===== config.mk =====
export PLATFORM = sky130hd
export DESIGN_NAME = gdcd_top
export DESIGN_NICKNAME = d
export VERILOG_FILES = /design/src/hw/gdcd_sync.v /design/src/hw/gdcd_top.v
export VERILOG_INCLUDE_DIRS = /design/src /design/src/hw
export SDC_FILE = /design/constraint.sdc
export NUM_CORES = 1
export LEC_CHECK = 0
export ABC_AREA = 0
export ABC_CLOCK_PERIOD_IN_PS = 3900
export BUFFER_PORTS_ARGS = -buffer_cell sky130_fd_sc_hd__buf_2
export CORE_MARGIN = 5
export CORE_UTILIZATION = 54
export DETAILED_ROUTE_END_ITERATION = 6
export HOLD_SLACK_MARGIN = 0.06
export PLACE_DENSITY = 0.76
export SYNTH_ARGS = -nofsm -noshare
export SYNTH_HDL_FRONTEND = slang
export SYNTH_SLANG_ARGS = --single-unit

===== constraint.sdc =====
create_clock -name mclk -period 3.9 [get_ports mclk]
set_input_delay 0.585 -clock mclk [delete_from_list [all_inputs] [get_ports mclk]]
set_output_delay 0.585 -clock mclk [all_outputs]
set_load 0.005 [all_outputs]

===== src/hw/gdcd_map.vh =====
/*
  Register map, field positions, reset values and encodings of the gated
  down counter / divider. Included by the top-level design file only; holds definitions only.
*/
`ifndef GDCD_MAP_VH
`define GDCD_MAP_VH

// Byte offsets of the register words
`define GDCD_REG_CTRL 8'h00
`define GDCD_REG_CFG 8'h04
`define GDCD_REG_DIV 8'h08
`define GDCD_REG_TB 8'h0C
`define GDCD_REG_STATUS 8'h10
`define GDCD_REG_COUNT 8'h14

// Control word bits (write-one actions, read as zero)
`define GDCD_CTRL_START 0
`define GDCD_CTRL_STOP 1
`define GDCD_CTRL_TCCLR 2

// Configuration fields
`define GDCD_CFG_GATE 2:0
`define GDCD_CFG_EDGE 4
`define GDCD_CFG_OUT 9:8
`define GDCD_CFG_MASK 32'h0000_0317

// Status bits
`define GDCD_ST_RUN 0
`define GDCD_ST_WAIT 1
`define GDCD_ST_OUT 2
`define GDCD_ST_TC 3
`define GDCD_ST_SRC 4

// Reset values and 32-bit word constants
`define GDCD_CFG_RST 32'h0000_0000
`define GDCD_DIV_RST 32'h0000_0002
`define GDCD_TB_RST 32'h0000_0000
`define GDCD_ZERO32 32'h0000_0000
`define GDCD_ONE32 32'h0000_0001

// Gate selections
`define GDCD_GATE_NONE 3'h0
`define GDCD_GATE_HIGH 3'h1
`define GDCD_GATE_LOW 3'h2
`define GDCD_GATE_RISE 3'h3
`define GDCD_GATE_FALL 3'h4

// Bus responses
`define GDCD_RESP_OKAY 2'h0
`define GDCD_RESP_SLVERR 2'h2

`endif


===== src/hw/gdcd_sync.v =====
/*
  Two-flop synchroniser for a group of asynchronous pin inputs.
  Assumes the pins are slow compared with mclk; only the second stage is visible.
*/
`timescale 1ns/1ps
module gdcd_sync #(
  parameter W = 2
) (
  // Clock and reset
  input wire mclk,
  input wire srst,
  // Pins in, synchronised copy out
  input wire [W-1:0] d,
  output wire [W-1:0] q
);

  reg [W-1:0] meta_ff;
  reg [W-1:0] sync_ff;

  always @(posedge mclk) begin
    if (srst) begin
      meta_ff <= {W{1'b0}};
      sync_ff <= {W{1'b0}};
    end else begin
      meta_ff <= d;
      sync_ff <= meta_ff;
    end
  end

  assign q = sync_ff;

endmodule


===== src/hw/gdcd_top.v =====
/*
  Gated down counter / divider with an AXI4-Lite register slave.
  Assumes source and gate pins are asynchronous TTL levels slower than mclk/4,
  and a single 50 MHz mclk with synchronous active-high reset srst.
*/
// The implementer's own choices: the register addresses and the AXI4-Lite slave port.
// Behaviour
// Count down divisor, output equals input over divisor
// Timebase zero selects source pin edges
// Gate selection 0: ignore gate, run at start
// Gate selection 1: count while gate high
// Gate selection 2: count while gate low
// Gate selection 3: begin at gate rising edge
// Gate selection 4: begin at gate falling edge
// Edge select: 0 rising, 1 falling counted
// Output mode 0: one-cycle high pulse
// Output mode 1: one-cycle low pulse
// Output mode 2: toggle, starting high
// Output mode 3: toggle, starting low
// Toggle divides by twice divisor, pulse once
// Reload at terminal count without losing edges
// Idle before start, output inactive level
`timescale 1ns/1ps
`include "gdcd_map.vh"
module gdcd_top #(
  parameter CNT_W = 32,
  parameter ADDR_W = 8
) (
  // Clock and reset
  input wire mclk,
  input wire srst,
  // AXI4-Lite write address
  input wire [ADDR_W-1:0] s_axi_awaddr,
  input wire s_axi_awvalid,
  output wire s_axi_awready,
  // AXI4-Lite write data
  input wire [31:0] s_axi_wdata,
  input wire [3:0] s_axi_wstrb,
  input wire s_axi_wvalid,
  output wire s_axi_wready,
  // AXI4-Lite write response
  output wire [1:0] s_axi_bresp,
  output wire s_axi_bvalid,
  input wire s_axi_bready,
  // AXI4-Lite read address
  input wire [ADDR_W-1:0] s_axi_araddr,
  input wire s_axi_arvalid,
  output wire s_axi_arready,
  // AXI4-Lite read data
  output wire [31:0] s_axi_rdata,
  output wire [1:0] s_axi_rresp,
  output wire s_axi_rvalid,
  input wire s_axi_rready,
  // Counter pins
  input wire counter_source_pin,
  input wire counter_gate_pin,
  output wire counter_output_pin
);

  localparam ST_IDLE = 2'h0;
  localparam ST_WAIT = 2'h1;
  localparam ST_RUN = 2'h2;

  // Merge write data into a register under the byte strobes
  function [31:0] apply_strb;
    input [31:0] old;
    input [31:0] data;
    input [3:0] strb;
    integer i;
    begin
      apply_strb = old;
      for (i = 0; i < 4; i = i + 1) begin
        if (strb[i]) begin
          apply_strb[i*8 +: 8] = data[i*8 +: 8];
        end
      end
    end
  endfunction

  // Word-aligned byte offset, low address bits ignored
  function [7:0] word_off;
    input [ADDR_W-1:0] a;
    begin
      word_off = {a[7:2], 2'b00};
    end
  endfunction

  // Registers
  reg [31:0] cfg_ff;
  reg [CNT_W-1:0] div_ff;
  reg [31:0] tb_div_ff;
  reg tc_seen_ff;

  // AXI write side
  reg aw_full_ff;
  reg [ADDR_W-1:0] aw_addr_ff;
  reg w_full_ff;
  reg [31:0] w_data_ff;
  reg [3:0] w_strb_ff;
  reg bvalid_ff;
  reg [1:0] bresp_ff;
  // AXI read side
  reg rvalid_ff;
  reg [1:0] rresp_ff;
  reg [31:0] rdata_ff;

  // Counter core
  reg [1:0] state_ff;
  reg [1:0] nxt_state;
  reg [CNT_W-1:0] count_ff;
  reg [31:0] tb_cnt_ff;
  reg tb_sig_ff;
  reg in_prev_ff;
  reg gate_prev_ff;
  reg act_ff;
  reg phase_ff;
  reg out_ff;

  wire [1:0] pin_sync;
  wire src_sync;
  wire gate_sync;
  wire do_write;
  wire [7:0] w_off;
  wire [7:0] r_off;
  wire ctrl_wr;
  wire start_cmd;
  wire stop_cmd;
  wire tc_clr;
  wire use_src;
  wire in_sig;
  wire cnt_edge;
  wire gate_rise;
  wire gate_fall;
  wire [2:0] gate_sel;
  wire [1:0] out_mode;
  wire [CNT_W-1:0] div_eff;
  wire tb_wrap;
  reg run_en;
  reg tc;

  gdcd_sync #(
    .W(2)
  ) u_sync (
    .mclk(mclk),
    .srst(srst),
    .d({counter_gate_pin, counter_source_pin}),
    .q(pin_sync)
  );

  assign src_sync = pin_sync[0];
  assign gate_sync = pin_sync[1];

  // Write channel: address and data are held independently, then committed
  assign s_axi_awready = ~aw_full_ff & ~bvalid_ff;
  assign s_axi_wready = ~w_full_ff & ~bvalid_ff;
  assign do_write = aw_full_ff & w_full_ff & ~bvalid_ff;
  assign w_off = word_off(aw_addr_ff);
  assign ctrl_wr = do_write & (w_off == `GDCD_REG_CTRL) & w_strb_ff[0];
  assign start_cmd = ctrl_wr & w_data_ff[`GDCD_CTRL_START];
  assign stop_cmd = ctrl_wr & w_data_ff[`GDCD_CTRL_STOP];
  assign tc_clr = ctrl_wr & w_data_ff[`GDCD_CTRL_TCCLR];

  always @(posedge mclk) begin
    if (srst) begin
      aw_full_ff <= 1'b0;
      aw_addr_ff <= {ADDR_W{1'b0}};
      w_full_ff <= 1'b0;
      w_data_ff <= `GDCD_ZERO32;
      w_strb_ff <= 4'h0;
      bvalid_ff <= 1'b0;
      bresp_ff <= `GDCD_RESP_OKAY;
      cfg_ff <= `GDCD_CFG_RST;
      div_ff <= `GDCD_DIV_RST;
      tb_div_ff <= `GDCD_TB_RST;
    end else begin
      if (s_axi_awvalid & s_axi_awready) begin
        aw_full_ff <= 1'b1;
        aw_addr_ff <= s_axi_awaddr;
      end
      if (s_axi_wvalid & s_axi_wready) begin
        w_full_ff <= 1'b1;
        w_data_ff <= s_axi_wdata;
        w_strb_ff <= s_axi_wstrb;
      end
      if (do_write) begin
        aw_full_ff <= 1'b0;
        w_full_ff <= 1'b0;
        bvalid_ff <= 1'b1;
        bresp_ff <= `GDCD_RESP_OKAY;
        case (w_off)
          `GDCD_REG_CTRL: begin
          end
          `GDCD_REG_CFG: begin
            cfg_ff <= apply_strb(cfg_ff, w_data_ff, w_strb_ff) & `GDCD_CFG_MASK;
          end
          `GDCD_REG_DIV: begin
            div_ff <= apply_strb(div_ff, w_data_ff, w_strb_ff);
          end
          `GDCD_REG_TB: begin
            tb_div_ff <= apply_strb(tb_div_ff, w_data_ff, w_strb_ff);
          end
          `GDCD_REG_STATUS: begin
          end
          `GDCD_REG_COUNT: begin
          end
          default: begin
            bresp_ff <= `GDCD_RESP_SLVERR;
          end
        endcase
      end else if (bvalid_ff & s_axi_bready) begin
        bvalid_ff <= 1'b0;
      end
    end
  end

  assign s_axi_bvalid = bvalid_ff;
  assign s_axi_bresp = bresp_ff;

  // Read channel: one outstanding read, data registered
  assign s_axi_arready = ~rvalid_ff;
  assign r_off = word_off(s_axi_araddr);

  always @(posedge mclk) begin
    if (srst) begin
      rvalid_ff <= 1'b0;
      rresp_ff <= `GDCD_RESP_OKAY;
      rdata_ff <= `GDCD_ZERO32;
    end else if (s_axi_arvalid & ~rvalid_ff) begin
      rvalid_ff <= 1'b1;
      rresp_ff <= `GDCD_RESP_OKAY;
      rdata_ff <= `GDCD_ZERO32;
      case (r_off)
        `GDCD_REG_CTRL: begin
          rdata_ff <= `GDCD_ZERO32;
        end
        `GDCD_REG_CFG: begin
          rdata_ff <= cfg_ff;
        end
        `GDCD_REG_DIV: begin
          rdata_ff <= div_ff;
        end
        `GDCD_REG_TB: begin
          rdata_ff <= tb_div_ff;
        end
        `GDCD_REG_STATUS: begin
          rdata_ff[`GDCD_ST_RUN] <= (state_ff == ST_RUN);
          rdata_ff[`GDCD_ST_WAIT] <= (state_ff == ST_WAIT);
          rdata_ff[`GDCD_ST_OUT] <= out_ff;
          rdata_ff[`GDCD_ST_TC] <= tc_seen_ff;
          rdata_ff[`GDCD_ST_SRC] <= use_src;
        end
        `GDCD_REG_COUNT: begin
          rdata_ff <= count_ff;
        end
        default: begin
          rresp_ff <= `GDCD_RESP_SLVERR;
        end
      endcase
    end else if (rvalid_ff & s_axi_rready) begin
      rvalid_ff <= 1'b0;
    end
  end

  assign s_axi_rvalid = rvalid_ff;
  assign s_axi_rresp = rresp_ff;
  assign s_axi_rdata = rdata_ff;

  assign gate_sel = cfg_ff[`GDCD_CFG_GATE];
  assign out_mode = cfg_ff[`GDCD_CFG_OUT];
  // A divisor of zero is loaded as one, giving a terminal count on every counted edge
  assign div_eff = (div_ff == `GDCD_ZERO32) ? `GDCD_ONE32 : div_ff;

  // Internal timebase: square wave of tb_div_ff mclk cycles per half period
  assign use_src = (tb_div_ff == `GDCD_ZERO32);
  assign tb_wrap = (tb_cnt_ff >= tb_div_ff - `GDCD_ONE32);

  always @(posedge mclk) begin
    if (srst | use_src) begin
      tb_cnt_ff <= `GDCD_ZERO32;
      tb_sig_ff <= 1'b0;
    end else if (tb_wrap) begin
      tb_cnt_ff <= `GDCD_ZERO32;
      tb_sig_ff <= ~tb_sig_ff;
    end else begin
      tb_cnt_ff <= tb_cnt_ff + `GDCD_ONE32;
    end
  end

  // Counted input and its selected edge
  assign in_sig = use_src ? src_sync : tb_sig_ff;
  assign cnt_edge = cfg_ff[`GDCD_CFG_EDGE] ? (in_prev_ff & ~in_sig) : (~in_prev_ff & in_sig);
  assign gate_rise = ~gate_prev_ff & gate_sync;
  assign gate_fall = gate_prev_ff & ~gate_sync;

  always @(posedge mclk) begin
    if (srst) begin
      in_prev_ff <= 1'b0;
      gate_prev_ff <= 1'b0;
    end else begin
      in_prev_ff <= in_sig;
      gate_prev_ff <= gate_sync;
    end
  end

  // Arming and gating state
  always @* begin
    nxt_state = state_ff;
    case (state_ff)
      ST_IDLE: begin
        nxt_state = ST_IDLE;
      end
      ST_WAIT: begin
        if ((gate_sel == `GDCD_GATE_RISE) & gate_rise) begin
          nxt_state = ST_RUN;
        end else if ((gate_sel == `GDCD_GATE_FALL) & gate_fall) begin
          nxt_state = ST_RUN;
        end
      end
      ST_RUN: begin
        nxt_state = ST_RUN;
      end
      default: begin
        nxt_state = ST_IDLE;
      end
    endcase
    // Edge-started modes wait for the gate; the edge must come after the start
    if (start_cmd) begin
      if ((gate_sel == `GDCD_GATE_RISE) | (gate_sel == `GDCD_GATE_FALL)) begin
        nxt_state = ST_WAIT;
      end else begin
        nxt_state = ST_RUN;
      end
    end
    if (stop_cmd) begin
      nxt_state = ST_IDLE;
    end
  end

  // Level gating acts only while running; unlisted selections count ungated
  always @* begin
    run_en = 1'b0;
    if (state_ff == ST_RUN) begin
      case (gate_sel)
        `GDCD_GATE_HIGH: begin
          run_en = gate_sync;
        end
        `GDCD_GATE_LOW: begin
          run_en = ~gate_sync;
        end
        default: begin
          run_en = 1'b1;
        end
      endcase
    end
    tc = run_en & cnt_edge & (count_ff <= `GDCD_ONE32);
  end

  // Down counter, pulse and toggle phase
  always @(posedge mclk) begin
    if (srst) begin
      state_ff <= ST_IDLE;
      count_ff <= {CNT_W{1'b0}};
      act_ff <= 1'b0;
      phase_ff <= 1'b0;
      tc_seen_ff <= 1'b0;
    end else begin
      state_ff <= nxt_state;
      if (start_cmd | stop_cmd) begin
        count_ff <= div_eff;
        act_ff <= 1'b0;
        phase_ff <= start_cmd & ~stop_cmd;
      end else if (state_ff == ST_IDLE) begin
        act_ff <= 1'b0;
        phase_ff <= 1'b0;
      end else if (run_en & cnt_edge) begin
        if (tc) begin
          count_ff <= div_eff;
          phase_ff <= ~phase_ff;
        end else begin
          count_ff <= count_ff - `GDCD_ONE32;
        end
        // Pulse spans from one counted edge to the next
        act_ff <= tc;
      end
      // A terminal count in the clearing cycle keeps the flag set
      if (tc) begin
        tc_seen_ff <= 1'b1;
      end else if (tc_clr) begin
        tc_seen_ff <= 1'b0;
      end
    end
  end

  // Output level: bit 1 of the mode picks toggle, bit 0 inverts
  always @(posedge mclk) begin
    if (srst) begin
      out_ff <= 1'b0;
    end else if (out_mode[1]) begin
      out_ff <= phase_ff ^ out_mode[0];
    end else begin
      out_ff <= act_ff ^ out_mode[0];
    end
  end

  assign counter_output_pin = out_ff;

endmodule


* After elaboration in Yosys (flattened, before gate mapping)
Index checks and enable logic that the tools add are counted.
** Storage, ports and cells
- Register bits :: 231
- Input port bits :: 61
- Output and inout bits :: 42
** Operators by class
- $add $sub $neg :: 3
- Order comparisons :: 2
- Eq/ne operators :: 18
- Muxes and demuxes :: 29
- Bitwise logic cells :: 39
- Reduce and logical (&&, ||, !) cells :: 29
** Operator list (count)
- 2-to-1 mux 32 bit :: 5
- case mux 27 bit (4 select lines) :: 1
- zero test 32 bit :: 2
- subtractor 32 x 1 -> 32 bit (second input constant) :: 2
- adder 32 x 1 -> 32 bit (second input constant) :: 1
- >= comparator 32 bit :: 1
- less-or-equal comparator 32 x 1 -> 1 bit (second input constant) :: 1
- AND reduction 3 bit :: 10
- case mux 5 bit (5 select lines) :: 1
- equality test 6 x 2 -> 1 bit (second input constant) :: 4
- equality test 6 x 3 -> 1 bit (second input constant) :: 4
- AND 1 bit :: 23
- zero test 8 bit :: 2
- 2-to-1 mux 1 bit :: 14
- equality test 6 x 1 -> 1 bit (second input constant) :: 2
- 2-to-1 mux 2 bit :: 6
- OR reduction 6 bit :: 2
- NOT 1 bit :: 11
- nonzero test 2 bit :: 4
- equality test 3 x 2 -> 1 bit (second input constant) :: 2
- nonzero test 3 bit :: 2
- OR reduction 2 bit :: 3
- inequality test 4 x 2 -> 1 bit (second input constant) :: 1
- case mux 2 bit (2 select lines) :: 1
- other kinds (11) :: 15

* Longest topological paths before layout
- Depth in word-level cells :: 11
- Depth in mapped cells :: 17
- Mapped depth without buffers :: 15

* Modules after synthesis
Synthesis repeated with hierarchy kept, for this count alone.
** Unflattened totals
- Cell total of the unflattened synthesis :: 1423
- Area, all modules :: 11489.8 um2
** By module, submodules not included
- gdcd_top :: times used 1, cells each 1415, area each 11384.7 um2, sequential area each 4464.3 um2
- gdcd_sync :: times used 1, cells each 8, area each 105.1 um2, sequential area each 80.1 um2

* Worst setup path before layout
OpenSTA, ideal clock, no wires.
- Path type :: register -> register
- Start point :: reg tb_div_ff[7]
- End point :: reg tb_cnt_ff[10]
- Data arrival time :: 3.963 ns
- Data required time :: 3.835 ns
- Path slack :: -0.128 ns
- Cell stages (with the launch flop) :: 16
- Buffers on the path :: 2
- Clock period less this slack :: 4.028 ns
- Cells stage by stage :: dfxtp_1 or4_4 or4_1 buf_2 or3_1 or2_2 nor4_1 xnor2_1 ha_1 nand4_1 nor2_1 a21o_1 a311oi_1 nand2_1 clkbuf_1 nor2_1
** On the way
- Word-level cells in the longest chain between the ends :: 3
- Elaborated cells on any way between the ends :: 5
- Those cells by class :: 1 x add/sub; 1 x order compare; 1 x bitwise; 2 x reduce/logical
** RTL lines
- start, declared :: RTL line gdcd_top.v:91 : reg [31:0] tb_div_ff;
- start signal, assigned :: RTL line gdcd_top.v:174 : tb_div_ff <= `GDCD_TB_RST;
- start signal, assigned :: RTL line gdcd_top.v:200 : tb_div_ff <= apply_strb(tb_div_ff, w_data_ff, w_strb_ff);
- subtractor 32 x 1 -> 32 bit (no source line) / zero test 32 bit (equally long branches)
- >= comparator 32 bit (no source line) / bitwise OR 1 bit (equally long branches)
- OR reduction 2 bit (no source line) (*)
- end signal, assigned :: RTL line gdcd_top.v:279 : tb_cnt_ff <= `GDCD_ZERO32;
- end signal, assigned :: RTL line gdcd_top.v:282 : tb_cnt_ff <= `GDCD_ZERO32;
- end signal, assigned :: RTL line gdcd_top.v:285 : tb_cnt_ff <= tb_cnt_ff + `GDCD_ONE32;
- end, declared :: RTL line gdcd_top.v:111 : reg [31:0] tb_cnt_ff;
Mark *: on every way between the ends. The rest lies on a longest branch, timed or not.
A chain may end at the register's enable or synchronous reset.

* Worst setup path in the final report
- Start point :: reg tb_div_ff[7]
- End point :: reg tb_cnt_ff[22]
Same word-level chain as after synthesis.

==> results by group <==
Global routing
  • Grt ovf: 0
  • Largest net degree at the start of global routing: 106
  • Initial antenna violation count: 0
  • Total GRT Usage: 26.8%
  • Vias in the first global route: 10100
  • Global-route wire length before repair: 53.0 mm

STA
  • Final worst slack: 0.0390 ns
  • Worst Max-Slew Pin Slew: 0.973 ns
  • RSZ-0062 raised after global routing: true
  • Final hold violations: 0
  • Max-slew violation count: 0
  • Slew headroom: 34.2%
  • Post-route minimum period: 3.86 ns
  • Setup-failing EPs final: 0
  • Final worst clock skew: 0.0231 ns
  • Fin Setup TNS: 0 ns
  • FMAX: 259 MHz
  • Final Cycle Share: 99.0%

Worst hold path
  • HP Class: input pin to flip-flop

Pwr
  • Pwr per Cell Area: 400 nW/µm²
  • Gate power share: 5.8%
  • Max rail drop VDD: 309 µV
  • Sequential share of power: 45.9%
  • Clk pwr share: 48.4%
  • Sw frac: 23.3%
  • Internal: 0.00407 W
  • Leakage power: 5.38 nW
  • Total Power: 0.00531 W
  • Psw: 0.00124 W

Clock network
  • H-tree level count: 1
  • CTS tree: built
  • CTS sink count: 227
  • Hold buffer count at cts: 0
  • Root Driver: clkbuf_16
  • Clock slew at reported path FFs: 0.06 ns
  • Num CTS Buffers: 25
  • Worst-case clock buffer depth: 3
  • Skew-Pair Late Insertion Delay: 0.53 ns

Worst setup path
  • Slowest cell delay on critical path: 0.53 ns
  • Critical path's slowest cell: or4_4
  • CP Cell Sequence: or4_4 -> or4_4 -> or3_4 -> or2_4 -> nor4_2 -> xnor2_1 -> ha_1 -> nand4_1 -> nor2_1 -> a21o_1 -> a311oi_2 -> nand2_2 -> clkbuf_16 -> nor2_1
  • WP data required: 4.35 ns
  • Setup crit start kind: flip-flop
  • CP Capture Type: flip-flop
  • Setup Crit Path Kind: flip-flop to flip-flop
  • CP max FO: 15
  • WP data arrival: 4.31 ns

Logic synthesis
  • Share of the synthesized area in the top cell type: 40.1%
  • Post-synth EDFFs: 0
  • Commonest cells post-synth: nand2_1, dfxtp_1, nor2_1, a21oi_1, clkbuf_1
  • Mean Syn Cell Area: 7.90 µm²
  • Syn. warnings: 0
  • Largest cells by area after synthesis: dfxtp_1, nand2_1, a21oi_1
  • Asr flop ratio synth: 0%
  • Mapped cell area: 11300 µm²
  • Register area share after synthesis: 40.1%
  • Most common cell in the netlist: nand2_1
  • #FFs+latches synth: 227
  • Leading area contributor after synthesis: dfxtp_1
  • Post-synth cell types: 69
  • Gate Count Post-Synth: 1435
  • Synth Flop Type: dfxtp_1

Routing
  • Drt total wl: 33.8 mm
  • Via/cell ratio: 6.06
  • Routed wire per std cell: 18.6 µm
  • Initial drt markers: 1076
  • Final ANT Viol Nets: 0
  • Vias: 11000
  • Residual DRC: 0
  • Drt pass-1 iters: 6

Floorplanning
  • Die Span X: 155 µm
  • Effective utilization at floorplan: 54.5%
  • Die span in y: 155 µm
  • IO Pins: 103
  • Core region area: 20800 µm²
  • FP Rows: 53
  • Full die area: 24000 µm²

Final layout
  • Multi-input combinational cell area: 6450 µm²
  • Layout cells sized above 1: 15.2%
  • Fillers: 1827
  • # diodes: 0
  • Final Instance Area: 13300 µm²
  • Nets: 1629
  • Post-layout util: 63.7%
  • FF+latch area: 4540 µm²
  • P&R area growth vs syn: 16.9%

Placement
  • DPL Wire Length: 24.5 mm
  • GPL Wtd Cong: 0.966
  • Setup WS pre-CTS: -0.0600 ns
  • Port Buffers: 96
  • Placed inst area: 12300 µm²

Status
  • Run status: finished, final reports clean

Run
  • Max Cap Viol: 0
==> cells by family (layout without fill, tap and decap cells) <==
family | count (synthesis) | count (layout) | share of synthesized area (%)
AOI/OAI and AO/OA | 311 | 311 | 17.6
xor gates and xnor gates | 69 | 69 | 5.33
adders and majority gates | 40 | 40 | 4.41
buffers and inverters | 107 | 217 | 3.78
DFF | 227 | 227 | 40.1
muxes | 17 | 17 | 1.69
other | 1 | 2 | 0.0331
and+or+nand+nor | 663 | 663 | 27.1
==> cells in the final DEF, fill, tap and decap left out, types with 5 or more instances in the layout <==
cell / count
xor2_1: 33
nor3_1: 64
buf_2: 95
clkbuf_16: 26
nand2b_1: 7
o21ai_0: 22
a221oi_1: 27
nand2_1: 264
nor2_1: 156
a21o_1: 11
xnor2_1: 36
mux2_2: 6
a22o_1: 27
ha_1: 40
mux2i_1: 9
bufinv_16: 6
a22oi_1: 14
nor2b_1: 12
or3_1: 6
nor4_1: 28
a211oi_1: 16
or4_1: 6
nand3_1: 32
clkinv_2: 5
a31oi_1: 8
o211ai_1: 5
nand4_1: 18
dfxtp_1: 227
a21oi_1: 150
and2_1: 9
buf_4: 53
and3_1: 17
inv_1: 19
==> flip-flops by register name, indices dropped and copies added, names as in the netlist, 2 cells and up <==
signal          cells
count_ff           32
div_ff             32
s_axi_rdata        32
tb_cnt_ff          32
tb_div_ff          32
w_data_ff          32
aw_addr_ff          6
cfg_ff              6
w_strb_ff           4
state_ff            2
u_sync.meta_ff      2
u_sync.q            2
==> layout make-up <==
class                      count  share of cell area [%]
clock buffer                  28                    4.80
clock inverter                17                    1.91
inverter                      19                   0.538
multi-input combinational   1102                    48.6
sequential                   227                    34.3
tap                          275                    2.59
timing repair buffer         153                    7.25
==> layer usage <==
metal / part of all wire, % / vias to the layer above / wire [µm] / global-route usage (%)
li1: - / 5264 / - / -
met1: 42 / 5174 / 14200 / 37.1
met2: 44 / 501 / 14900 / 41.6
met3: 9.4 / 102 / 3190 / 4.67
met4: 4.3 / 0 / 1470 / 10.8
met5: 0 / - / 0 / 0
==> stage by stage <==
| stage | cells | hold slack [ns] |
|---|---|---|
| 4_1_cts | 1819 | 0.222 |
| 6_report | 1821 | 0.230 |
| 3_3_place_gp | 1773 | 0.418 |
| 5_1_grt | 1821 | 0.229 |
| 3_5_place_dp | 1773 | 0.428 |
| 2_1_floorplan | 1436 | 0.414 |
==> power groups by stage <==
stage / registers (W) / logic [W] / clock network, W
after global routing: 0.00244 / 0.000342 / 0.00269
after global placement: 0.00248 / 0.000298 / 0
after CTS: 0.00243 / 0.000306 / 0.00259
final: 0.00244 / 0.000306 / 0.00257
after floorplan: 0.00246 / 0.000197 / 0
after detailed placement: 0.00249 / 0.000304 / 0
==> path summary, 6_finish.rpt <==
check	to	start	cells after the start	slack (ns)
worst min-delay path	s_axi_rvalid$_SDFFE_PP0P_	s_axi_rready	2	0.23
worst max register to register	tb_cnt_ff[22]$_SDFF_PP0_	tb_div_ff[7]$_SDFFE_PP0P_	14	0.04
worst max-delay path	tb_cnt_ff[22]$_SDFF_PP0_	tb_div_ff[7]$_SDFFE_PP0P_	14	0.04
worst min register to register	u_sync.q[0]$_SDFF_PP0_	u_sync.meta_ff[0]$_SDFF_PP0_	1	0.44
==> critical path: cells and delay by family, from the launching register on <==
| family | cells | cell delay [ns] |
|---|---|---|
| buffers and inverters | 1 | 0.21 |
| and+or+nand+nor | 9 | 2.33 |
| DFF | 1 | 0.32 |
| xor gates and xnor gates | 1 | 0.16 |
| AOI/OAI and AO/OA | 2 | 0.48 |
| adders and majority gates | 1 | 0.26 |
==> repair_timing <==
item	4_1_cts	5_1_grt
cloned	0	1
buffers inserted	1	1
pin swaps	2	5
endpoints found under the setup margin	31	31
resized for setup	4	8
(Power assumes the default switching activity.)
